[src/hdl/lsio_pkg.sv]
// Constants shared by the line-signal input/output supervision block.
`default_nettype none
package lsio_pkg;
  // ==========================================================================
  // Monitor command codes (write codes, RT given as its read code; read is the code with bit 0 set)
  localparam logic [7:0] LSIO_CMD_MODE  = 8'h4A;
  localparam logic [7:0] LSIO_CMD_IO    = 8'h52;
  localparam logic [7:0] LSIO_CMD_DIR   = 8'h54;
  localparam logic [7:0] LSIO_CMD_CFG2  = 8'h46;
  localparam logic [7:0] LSIO_CMD_DEB   = 8'hC8;
  localparam logic [7:0] LSIO_CMD_GKP   = 8'hE8;
  localparam logic [7:0] LSIO_CMD_RT    = 8'h4D;
  localparam logic [7:0] LSIO_CMD_MASK  = 8'h6C;
  localparam int         LSIO_RW_BIT    = 0;
  localparam int         LSIO_CLR_BIT   = 1;
  // ==========================================================================
  // Reset values
  localparam logic [7:0] LSIO_MODE_RST  = 8'h0F;
  localparam logic [7:0] LSIO_DEB_RST   = 8'h20;
  localparam logic [7:0] LSIO_MASK_RST  = 8'hFF;
  localparam logic [3:0] LSIO_GKP_RST   = 4'h0;
  localparam logic [4:0] LSIO_DIR_RST   = 5'h00;
  localparam logic [1:0] LSIO_CFG2_RST  = 2'h2;
  // ==========================================================================
  // Field positions
  localparam int LSIO_OIS_BIT   = 5;
  localparam int LSIO_LPS_BIT   = 4;
  localparam int LSIO_MSE_BIT   = 7;
  localparam int LSIO_MSP_BIT   = 6;
  localparam int LSIO_HDT_LSB   = 2;
  localparam int LSIO_COE_BIT   = 0;
  localparam int LSIO_IDT_BIT   = 1;
  localparam int LSIO_CHP_BIT   = 0;
  localparam int LSIO_CFG2_LSB  = 6;
  // ==========================================================================
  // Link frame layout, 32 bits, most significant bit first
  localparam int LSIO_FRAME_BITS = 32;
  localparam int LSIO_FR_CHAN    = 30;
  localparam int LSIO_FR_MON     = 29;
  localparam int LSIO_FR_CI      = 28;
  localparam int LSIO_FR_CMD     = 20;
  localparam int LSIO_FR_DATA    = 12;
  localparam int LSIO_FR_CIDATA  = 5;
  localparam int LSIO_UP_RDATA   = 24;
  localparam int LSIO_UP_RVALID  = 23;
  localparam int LSIO_UP_CI      = 20;
  // ==========================================================================
  // Timing
  localparam int LSIO_MCLK_HZ     = 40_000_000;
  localparam int LSIO_MS_PER_S    = 1000;
  localparam int LSIO_CYC_PER_MS  = LSIO_MCLK_HZ / LSIO_MS_PER_S;
  localparam int LSIO_CHOP_LO_HZ  = 256_000;
  localparam int LSIO_CHOP_HI_HZ  = 292_570;
  localparam logic [7:0] LSIO_CHOP_LO_HALF = 8'(LSIO_MCLK_HZ / (2 * LSIO_CHOP_LO_HZ));
  localparam logic [7:0] LSIO_CHOP_HI_HALF = 8'(LSIO_MCLK_HZ / (2 * LSIO_CHOP_HI_HZ));
endpackage
`default_nettype wire

[src/hdl/lsio_debounce.sv]
// Millisecond debouncer for one synchronised input.
`timescale 1ns/1ps
`default_nettype none
module lsio_debounce
  import lsio_pkg::*;
(
  input  wire logic       mclk,
  input  wire logic       rst,
  input  wire logic       sample_in,
  input  wire logic       sample_en,
  input  wire logic       ms_tick,
  input  wire logic [3:0] limit_ms,
  output logic            stable_out
);
  logic [3:0] cnt_reg;
  logic       stable_reg;

  // ==========================================================================
  // The output follows only after the input has held for the set time.
  always_ff @(posedge mclk or posedge rst) begin
    if (rst) begin
      cnt_reg    <= 4'h0;
      stable_reg <= 1'b0;
    end else if (sample_in == stable_reg) begin
      cnt_reg <= 4'h0;
    end else if (sample_en) begin
      if (cnt_reg >= limit_ms) begin
        stable_reg <= sample_in;
        cnt_reg    <= 4'h0;
      end else if (ms_tick) begin
        cnt_reg <= cnt_reg + 4'h1;
      end
    end
  end

  assign stable_out = stable_reg;
endmodule
`default_nettype wire

[src/hdl/lsio_gci_link.sv]
// Serial link framer: samples the link clock, shifts frames in and out.
`timescale 1ns/1ps
`default_nettype none
module lsio_gci_link
  import lsio_pkg::*;
(
  input  wire logic        mclk,
  input  wire logic        rst,
  input  wire logic        dclk_pin,
  input  wire logic        fsc_pin,
  input  wire logic        dd_pin,
  input  wire logic [31:0] up_word,
  output logic             rx_valid,
  output logic [31:0]      rx_word,
  output logic             du_out,
  output logic             du_oe
);
  logic [2:0]  s1_reg;
  logic [2:0]  s2_reg;
  logic        dclk_prev_reg;
  logic        active_reg;
  logic [5:0]  bit_reg;
  logic [31:0] rx_sh_reg;
  logic [31:0] tx_sh_reg;
  logic        rx_valid_reg;
  logic [31:0] rx_word_reg;
  logic        du_oe_reg;
  logic        rise;
  logic        fall;

  // ==========================================================================
  // Two-stage synchronisers for the link pins.
  always_ff @(posedge mclk or posedge rst) begin
    if (rst) begin
      s1_reg        <= 3'h5;
      s2_reg        <= 3'h5;
      dclk_prev_reg <= 1'b1;
    end else begin
      s1_reg        <= {dclk_pin, fsc_pin, dd_pin};
      s2_reg        <= s1_reg;
      dclk_prev_reg <= s2_reg[2];
    end
  end

  assign rise = s2_reg[2] & ~dclk_prev_reg;
  assign fall = ~s2_reg[2] & dclk_prev_reg;

  // ==========================================================================
  // Receive on rising link clock, frame starts where frame sync is high.
  always_ff @(posedge mclk or posedge rst) begin
    if (rst) begin
      active_reg   <= 1'b0;
      bit_reg      <= 6'h0;
      rx_sh_reg    <= 32'h0;
      rx_valid_reg <= 1'b0;
      rx_word_reg  <= 32'h0;
    end else begin
      rx_valid_reg <= 1'b0;
      if (rise) begin
        if (s2_reg[1]) begin
          active_reg <= 1'b1;
          bit_reg    <= 6'h1;
          rx_sh_reg  <= {31'h0, s2_reg[0]};
        end else if (active_reg) begin
          rx_sh_reg <= {rx_sh_reg[30:0], s2_reg[0]};
          if (bit_reg == 6'(LSIO_FRAME_BITS - 1)) begin
            active_reg   <= 1'b0;
            rx_valid_reg <= 1'b1;
            rx_word_reg  <= {rx_sh_reg[30:0], s2_reg[0]};
          end
          bit_reg <= bit_reg + 6'h1;
        end
      end
    end
  end

  // ==========================================================================
  // Transmit on falling link clock; open drain, driven only for a zero.
  always_ff @(posedge mclk or posedge rst) begin
    if (rst) begin
      tx_sh_reg <= 32'hFFFFFFFF;
      du_oe_reg <= 1'b0;
    end else if (rise && s2_reg[1]) begin
      tx_sh_reg <= up_word;
    end else if (fall) begin
      du_oe_reg <= active_reg & ~tx_sh_reg[31];
      tx_sh_reg <= {tx_sh_reg[30:0], 1'b1};
    end
  end

  assign rx_valid = rx_valid_reg;
  assign rx_word  = rx_word_reg;
  assign du_out   = 1'b0;
  assign du_oe    = du_oe_reg;
endmodule
`default_nettype wire

[src/hdl/lsio_top.sv]
// Line-signal input/output and supervision block for a four-channel codec.
// ============================================================================
`timescale 1ns/1ps
`default_nettype none
module lsio_top
  import lsio_pkg::*;
#(
  parameter int unsigned CYC_PER_MS = LSIO_CYC_PER_MS
) (
  input  wire logic       mclk,
  input  wire logic       rst,
  input  wire logic       dclk_pin,
  input  wire logic       fsc_pin,
  input  wire logic       dd_pin,
  output logic            du_out,
  output logic            du_oe,
  input  wire logic [3:0] detect_pin_one_in,
  output logic      [3:0] detect_pin_one_out,
  output logic      [3:0] detect_pin_one_oe,
  input  wire logic [3:0] detect_pin_two_in,
  output logic      [3:0] detect_pin_two_out,
  output logic      [3:0] detect_pin_two_oe,
  input  wire logic [3:0] line_pin_three_in,
  output logic      [3:0] line_pin_three_out,
  output logic      [3:0] line_pin_three_oe,
  input  wire logic [3:0] line_pin_four_in,
  output logic      [3:0] line_pin_four_out,
  output logic      [3:0] line_pin_four_oe,
  input  wire logic [3:0] line_pin_five_in,
  output logic      [3:0] line_pin_five_out,
  output logic      [3:0] line_pin_five_oe,
  output logic      [3:0] line_pin_six,
  output logic      [3:0] line_pin_seven,
  input  wire logic [3:0] channel_active,
  output logic      [3:0] voice_output_hiz,
  output logic            mux_strobe,
  output logic            chopper_clk,
  output logic            irq_n_out,
  output logic            irq_n_oe
);
  // ==========================================================================
  // Declarations
  logic [7:0]  mode_reg, deb_reg, mask_reg, rt_prev_reg, chop_cnt_reg, rdata_reg;
  logic [7:0]  rt, cmd, wdata;
  logic [1:0]  cfg2_reg, up_chan_reg, chan;
  logic [4:0]  dir_reg [4];
  logic [6:0]  outlat_reg [4];
  logic [19:0] pin_s1_reg, pin_s2_reg;
  logic [15:0] ms_cnt_reg;
  logic [3:0]  gkp_reg, gkp_cnt_reg, ssb_reg, vhiz_reg;
  logic [3:0]  d1_s, d2_s, p3_s, p4_s, p5_s, dfb, muxed_hook_bit;
  logic        ms_tick_reg, phase_reg, mux_strobe_reg, pend_reg, irq_out_reg, irq_oe_reg;
  logic        chop_reg, rvalid_reg, rx_valid, mon_ok, rt_clear, mse, rt_event, gkp_sample;
  logic [31:0] rx_word, up_word;
  logic [2:0]  ci_up;

  function automatic logic cmd_is(input logic [7:0] c, input logic [7:0] base);
    cmd_is = (c[7:1] == base[7:1]);
  endfunction

  assign mse    = deb_reg[LSIO_MSE_BIT];
  assign chan   = rx_word[LSIO_FR_CHAN +: 2];
  assign cmd    = rx_word[LSIO_FR_CMD +: 8];
  assign wdata  = rx_word[LSIO_FR_DATA +: 8];
  assign mon_ok = rx_valid & rx_word[LSIO_FR_MON];
  assign rt_clear = mon_ok && (cmd[7:2] == LSIO_CMD_RT[7:2]) && cmd[LSIO_RW_BIT]
                    && cmd[LSIO_CLR_BIT];

  // ==========================================================================
  // Link framer
  lsio_gci_link u_link (
    .mclk     (mclk),
    .rst      (rst),
    .dclk_pin (dclk_pin),
    .fsc_pin  (fsc_pin),
    .dd_pin   (dd_pin),
    .up_word  (up_word),
    .rx_valid (rx_valid),
    .rx_word  (rx_word),
    .du_out   (du_out),
    .du_oe    (du_oe)
  );

  // ==========================================================================
  // Line pin synchronisers
  always_ff @(posedge mclk or posedge rst) begin
    if (rst) begin
      pin_s1_reg <= 20'h0;
      pin_s2_reg <= 20'h0;
    end else begin
      pin_s1_reg <= {line_pin_five_in, line_pin_four_in, line_pin_three_in,
                     detect_pin_two_in, detect_pin_one_in};
      pin_s2_reg <= pin_s1_reg;
    end
  end

  assign d1_s = pin_s2_reg[3:0];
  assign d2_s = pin_s2_reg[7:4];
  assign p3_s = pin_s2_reg[11:8];
  assign p4_s = pin_s2_reg[15:12];
  assign p5_s = pin_s2_reg[19:16];

  // ==========================================================================
  // Millisecond tick and multiplex strobe
  always_ff @(posedge mclk or posedge rst) begin
    if (rst) begin
      ms_cnt_reg  <= 16'h0;
      ms_tick_reg <= 1'b0;
    end else begin
      ms_tick_reg <= (ms_cnt_reg == 16'(CYC_PER_MS - 1));
      if (ms_cnt_reg == 16'(CYC_PER_MS - 1)) begin
        ms_cnt_reg <= 16'h0;
      end else begin
        ms_cnt_reg <= ms_cnt_reg + 16'h1;
      end
    end
  end

  always_ff @(posedge mclk or posedge rst) begin
    if (rst) begin
      phase_reg      <= 1'b0;
      mux_strobe_reg <= 1'b0;
    end else begin
      if (!mse) begin
        phase_reg <= 1'b0;
      end else if (ms_tick_reg) begin
        phase_reg <= ~phase_reg;
      end
      mux_strobe_reg <= phase_reg ^ deb_reg[LSIO_MSP_BIT];
    end
  end

  // ==========================================================================
  // Per-channel debouncing and real-time byte
  genvar c;
  generate
    for (c = 0; c < 4; c++) begin : g_chan
      lsio_debounce u_first (
        .mclk       (mclk),
        .rst        (rst),
        .sample_in  (d1_s[c]),
        .sample_en  (~mse | ~phase_reg),
        .ms_tick    (ms_tick_reg),
        .limit_ms   (deb_reg[LSIO_HDT_LSB +: 4]),
        .stable_out (dfb[c])
      );
      lsio_debounce u_hook (
        .mclk       (mclk),
        .rst        (rst),
        .sample_in  (d1_s[c]),
        .sample_en  (mse & phase_reg),
        .ms_tick    (ms_tick_reg),
        .limit_ms   (deb_reg[LSIO_HDT_LSB +: 4]),
        .stable_out (muxed_hook_bit[c])
      );
      assign rt[2*c]     = dfb[c];
      assign rt[2*c + 1] = ssb_reg[c];
    end
  endgenerate

  // ==========================================================================
  // Ground-key sampling of the second signal bit
  assign gkp_sample = (gkp_reg == 4'h0) || (ms_tick_reg && (gkp_cnt_reg >= gkp_reg - 4'h1));

  always_ff @(posedge mclk or posedge rst) begin
    if (rst) begin
      gkp_cnt_reg <= 4'h0;
      ssb_reg     <= 4'h0;
    end else begin
      if (gkp_sample) begin
        gkp_cnt_reg <= 4'h0;
        ssb_reg     <= mse ? muxed_hook_bit : d2_s;
      end else if (ms_tick_reg) begin
        gkp_cnt_reg <= gkp_cnt_reg + 4'h1;
      end
    end
  end

  // ==========================================================================
  // Interrupt pending and output drive
  assign rt_event = |((rt ^ rt_prev_reg) & ~mask_reg);

  always_ff @(posedge mclk or posedge rst) begin
    if (rst) begin
      rt_prev_reg <= 8'h0;
      pend_reg    <= 1'b0;
      irq_out_reg <= 1'b1;
      irq_oe_reg  <= 1'b1;
    end else begin
      rt_prev_reg <= rt;
      if (rt_event) begin
        pend_reg <= 1'b1;
      end else if (rt_clear) begin
        pend_reg <= 1'b0;
      end
      irq_out_reg <= cfg2_reg[LSIO_IDT_BIT] ? 1'b0 : ~pend_reg;
      irq_oe_reg  <= cfg2_reg[LSIO_IDT_BIT] ? pend_reg : 1'b1;
    end
  end

  // ==========================================================================
  // Chopper clock and voice output idle mode
  always_ff @(posedge mclk or posedge rst) begin
    if (rst) begin
      chop_cnt_reg <= 8'h0;
      chop_reg     <= 1'b0;
      vhiz_reg     <= 4'h0;
    end else begin
      vhiz_reg <= {4{mode_reg[LSIO_OIS_BIT]}} & ~channel_active;
      if (!deb_reg[LSIO_COE_BIT]) begin
        chop_cnt_reg <= 8'h0;
        chop_reg     <= 1'b0;
      end else if (chop_cnt_reg == (cfg2_reg[LSIO_CHP_BIT] ? LSIO_CHOP_HI_HALF
                                                           : LSIO_CHOP_LO_HALF) - 8'h1) begin
        chop_cnt_reg <= 8'h0;
        chop_reg     <= ~chop_reg;
      end else begin
        chop_cnt_reg <= chop_cnt_reg + 8'h1;
      end
    end
  end

  // ==========================================================================
  // Monitor command writes, C/I pin control, read answers
  always_ff @(posedge mclk or posedge rst) begin
    if (rst) begin
      mode_reg  <= LSIO_MODE_RST;
      cfg2_reg  <= LSIO_CFG2_RST;
      deb_reg   <= LSIO_DEB_RST;
      gkp_reg   <= LSIO_GKP_RST;
      mask_reg  <= LSIO_MASK_RST;
      for (int i = 0; i < 4; i++) begin
        dir_reg[i]    <= LSIO_DIR_RST;
        outlat_reg[i] <= 7'h0;
      end
    end else if (rx_valid) begin
      if (mon_ok && !cmd[LSIO_RW_BIT]) begin
        if (cmd_is(cmd, LSIO_CMD_MODE)) mode_reg <= wdata;
        if (cmd_is(cmd, LSIO_CMD_CFG2)) cfg2_reg <= wdata[LSIO_CFG2_LSB +: 2];
        if (cmd_is(cmd, LSIO_CMD_DEB)) deb_reg <= wdata;
        if (cmd_is(cmd, LSIO_CMD_GKP)) gkp_reg <= wdata[3:0];
        if (cmd_is(cmd, LSIO_CMD_MASK)) mask_reg <= wdata;
        if (cmd_is(cmd, LSIO_CMD_DIR)) dir_reg[chan] <= wdata[4:0];
        if (cmd == LSIO_CMD_IO) outlat_reg[chan] <= {wdata[7:6], wdata[4:0]};
      end
      if (rx_word[LSIO_FR_CI]) begin
        outlat_reg[chan] <= rx_word[LSIO_FR_CIDATA +: 7];
      end
    end
  end

  always_ff @(posedge mclk or posedge rst) begin
    if (rst) begin
      rdata_reg   <= 8'h0;
      rvalid_reg  <= 1'b0;
      up_chan_reg <= 2'h0;
    end else if (rx_valid) begin
      up_chan_reg <= chan;
      rvalid_reg  <= mon_ok & cmd[LSIO_RW_BIT];
      rdata_reg   <= 8'h0;
      if (mon_ok && cmd[LSIO_RW_BIT]) begin
        if (cmd_is(cmd, LSIO_CMD_MODE)) rdata_reg <= mode_reg;
        if (cmd_is(cmd, LSIO_CMD_CFG2)) rdata_reg <= {cfg2_reg, 6'h0};
        if (cmd_is(cmd, LSIO_CMD_DEB)) rdata_reg <= deb_reg;
        if (cmd_is(cmd, LSIO_CMD_GKP)) rdata_reg <= {4'h0, gkp_reg};
        if (cmd_is(cmd, LSIO_CMD_MASK)) rdata_reg <= mask_reg;
        if (cmd_is(cmd, LSIO_CMD_DIR)) rdata_reg <= {3'h0, dir_reg[chan]};
        if (cmd[7:2] == LSIO_CMD_RT[7:2]) rdata_reg <= rt;
        if (cmd_is(cmd, LSIO_CMD_IO)) begin
          rdata_reg <= {outlat_reg[chan][6:5], muxed_hook_bit[chan] & mse, p5_s[chan],
                        p4_s[chan], p3_s[chan], d2_s[chan], d1_s[chan]};
        end
      end
    end
  end

  // Upstream C/I carries only pins that are inputs.
  assign ci_up = {dfb[up_chan_reg] & ~dir_reg[up_chan_reg][0],
                  ssb_reg[up_chan_reg] & ~dir_reg[up_chan_reg][1],
                  p3_s[up_chan_reg] & ~dir_reg[up_chan_reg][2]};
  assign up_word = {rdata_reg, rvalid_reg, ci_up, 20'hFFFFF};

  // ==========================================================================
  // Output ports
  generate
    for (c = 0; c < 4; c++) begin : g_pins
      assign detect_pin_one_out[c] = outlat_reg[c][0];
      assign detect_pin_two_out[c] = outlat_reg[c][1];
      assign line_pin_three_out[c] = outlat_reg[c][2];
      assign line_pin_four_out[c]  = outlat_reg[c][3];
      assign line_pin_five_out[c]  = outlat_reg[c][4];
      assign line_pin_six[c]       = outlat_reg[c][5];
      assign line_pin_seven[c]     = outlat_reg[c][6];
      assign detect_pin_one_oe[c]  = dir_reg[c][0];
      assign detect_pin_two_oe[c]  = dir_reg[c][1];
      assign line_pin_three_oe[c]  = dir_reg[c][2];
      assign line_pin_four_oe[c]   = dir_reg[c][3];
      assign line_pin_five_oe[c]   = dir_reg[c][4];
    end
  endgenerate

  assign voice_output_hiz = vhiz_reg;
  assign mux_strobe       = mux_strobe_reg;
  assign chopper_clk      = chop_reg;
  assign irq_n_out        = irq_out_reg;
  assign irq_n_oe         = irq_oe_reg;
endmodule
`default_nettype wire

[config.mk]
export PLATFORM = sky130hd
export DESIGN_NAME = lsio_top
export DESIGN_NICKNAME = d
export VERILOG_FILES = /design/src/hdl/lsio_pkg.sv /design/src/hdl/lsio_debounce.sv /design/src/hdl/lsio_gci_link.sv /design/src/hdl/lsio_top.sv
export SDC_FILE = /design/constraint.sdc
export NUM_CORES = 1
export LEC_CHECK = 0
export BUFFER_PORTS_ARGS = -buffer_cell sky130_fd_sc_hd__buf_2
export CAP_MARGIN = 30
export CORE_MARGIN = 2
export CORE_UTILIZATION = 54
export DETAILED_ROUTE_END_ITERATION = 6
export PLACE_DENSITY = 0.72
export SLEW_MARGIN = 25
export SYNTH_ARGS = -nofsm -noshare
export SYNTH_HDL_FRONTEND = slang
export SYNTH_HIERARCHICAL = 1
export SYNTH_SLANG_ARGS = --single-unit
[constraint.sdc]
create_clock -name mclk -period 6.4 [get_ports mclk]
set_clock_uncertainty 0.15 [all_clocks]
set_input_delay 0.32 -clock mclk [delete_from_list [all_inputs] [get_ports mclk]]
set_output_delay 0.32 -clock mclk [all_outputs]
set_load 0.005 [all_outputs]
==> results by group <==
Floorplanning
  • Die area: 30300 µm²
  • Core area: 28600 µm²
  • Die Span X: 174 µm
  • I/O pins: 87
  • Die Y-Extent: 174 µm
  • FP Rows: 62
  • Starting Density: 0.546

Final layout
  • Area growth from synthesis to final layout: 15.5%
  • Most common cell after layout, fill and taps aside: dfrtp_1
  • Largest register FFs: 32
  • Final core occ: 0.631
  • Most frequent cells in the layout: dfrtp_1, nand2_1, buf_2, mux2_2, nor2_1
  • # diodes: 0
  • NumNets Final: 1529
  • Final Non-Filler Cells: 1862
  • Fraction of layout cells with a size suffix above 1: 0.244

Routing
  • WL final: 35800 µm
  • Routed len/inst: 19.3 µm
  • DR iter-0 viols: 843
  • Antenna viol nets, final: 0
  • Post-route DRC: 0
  • Via Count: 10900
  • Initial DRT Pass Iterations: 5
  • Vias per cell: 5.88

STA
  • Unrepaired setup endpoints after global routing: false
  • Endpoints failing setup: 0
  • Final period utilization: 0.439
  • Hold Vio Cnt, Final: 0
  • Max frequency: 356 MHz
  • Min cycle time layout: 2.81 ns
  • Slew margin rel.: 0.419
  • Setup TNS: 0 ns
  • Max-slew violations: 0
  • Worst Tran Pin Value: 0.865 ns

Place
  • Number of cells after detailed placement: 1767
  • Port bufs: 85
  • Placer congestion estimate: 0.977
  • DP HPWL: 23900 µm

Setup path
  • Worst endpoint data arrival time: 3.06 ns
  • CP Class: reg -> reg
  • CP endpoint kind: register
  • Critical Path RT: 6.65 ns
  • CP Max Fanout: 12
  • Startpoint types: register

Run
  • Max-cap violations: 0

Power
  • Net Switching: 974 µW
  • Comb power frac: 0.041
  • Power Density: 257 nW/µm²
  • Clock power frac: 0.484
  • Total power draw: 4640 µW
  • Leakage: 0.00843 µW
  • Peak supply drop: 0.202 mV
  • Switch share: 0.210
  • P_int: 3670 µW
  • Sequential power share: 0.475

Logic synthesis
  • Synth warn: 6
  • Syn Area/Cell: 11.7 µm²
  • Post-Syn Area: 15600 µm²
  • Post-Synthesis Cells: 1331

CTS
  • CTS root buffer: clkbuf_16
  • CTS tree: done
  • Hold buffers post-CTS: 28
  • Setup bufs post-CTS: 0
  • Skew-Pair Late Insertion Delay: 0.52 ns
  • Clock tree buffer depth: 3
  • Clock slew at reported path FFs: 0.06 ns
  • Number of H-tree levels: 2
  • Post_cts resized: 0
  • Num CTS Buffers: 36
  • Clock Sinks: 326

GRT
  • Initial antenna violation count: 0
  • Largest net degree at the start of global routing: 103
  • Overflow after GRT: 0
  • First-pass GRT wire length: 58700 µm
  • Total track usage: 0.241
  • Vias in the first global route: 10800

Worst hold path
  • HP Class: reg -> reg

Run status
  • Status: complete, no violations
path summary, 6_finish.rpt:
check / cells after the start / slack (ns) / from / end
setup / recovery: 4 / 3.59 / u_link/rx_word[26] / line_pin_four_out[1]
hold / removal: 0 / 0.20 / pin_s1_reg[11] / pin_s2_reg[11]
setup reg to reg: 4 / 3.59 / u_link/rx_word[26] / line_pin_four_out[1]
hold reg to reg: 0 / 0.20 / pin_s1_reg[11] / pin_s2_reg[11]
max in group asynchronous: 5 / 4.39 / rst / line_pin_four_oe[3]
min in group asynchronous: 3 / 0.29 / rst / g_chan[3].u_hook/cnt_reg[0]
through the flow:
| step | hold WS (ns) | instance area (µm²) | worst slack, ns |
|---|---|---|---|
| after detailed placement | 0.185 | 16400 | 3.66 |
| final | 0.197 | 18100 | 3.59 |
| after CTS | 0.199 | 18000 | 3.67 |
| after global routing | 0.206 | 18100 | 3.47 |
| after global placement | 0.182 | 16400 | 3.81 |
| after floorplan | -0.0515 | 15700 | 1.07 |
routing by layer:
layer | up-vias | part of all wire | track usage
li1 | 5078 | - | -
met1 | 5427 | 0.45 | 0.338
met2 | 364 | 0.47 | 0.387
met3 | 72 | 0.053 | 0.0354
met4 | 0 | 0.028 | 0.0847
met5 | - | 0 | 0
worst max-delay path, cell delays in order (launching register included):
cell and delay [ns]:
dfrtp_1 0.57, nor2b_1 0.56, nand3_2 0.38, or4_1 0.72, o221a_2 0.31
power groups by stage:
| stage | clock network, µW | logic (µW) | registers [µW] |
|---|---|---|---|
| floorplan | 0 | 134 | 2220 |
| global placement | 0 | 172 | 2240 |
| detailed placement | 0 | 176 | 2240 |
| CTS | 2290 | 191 | 2200 |
| global route | 2390 | 215 | 2210 |
| finish | 2250 | 190 | 2200 |
final cells by class:
| cell class | count | area [µm²] |
|---|---|---|
| repair buffers | 124 | 823 |
| inverters | 68 | 263 |
| well taps | 384 | 480 |
| clock inverters | 17 | 313 |
| fillers | 2174 | 10600 |
| flip-flops and latches | 326 | 8230 |
| multi-input cells | 895 | 6960 |
| clock buffers | 48 | 996 |
(Power assumes the default switching activity.)
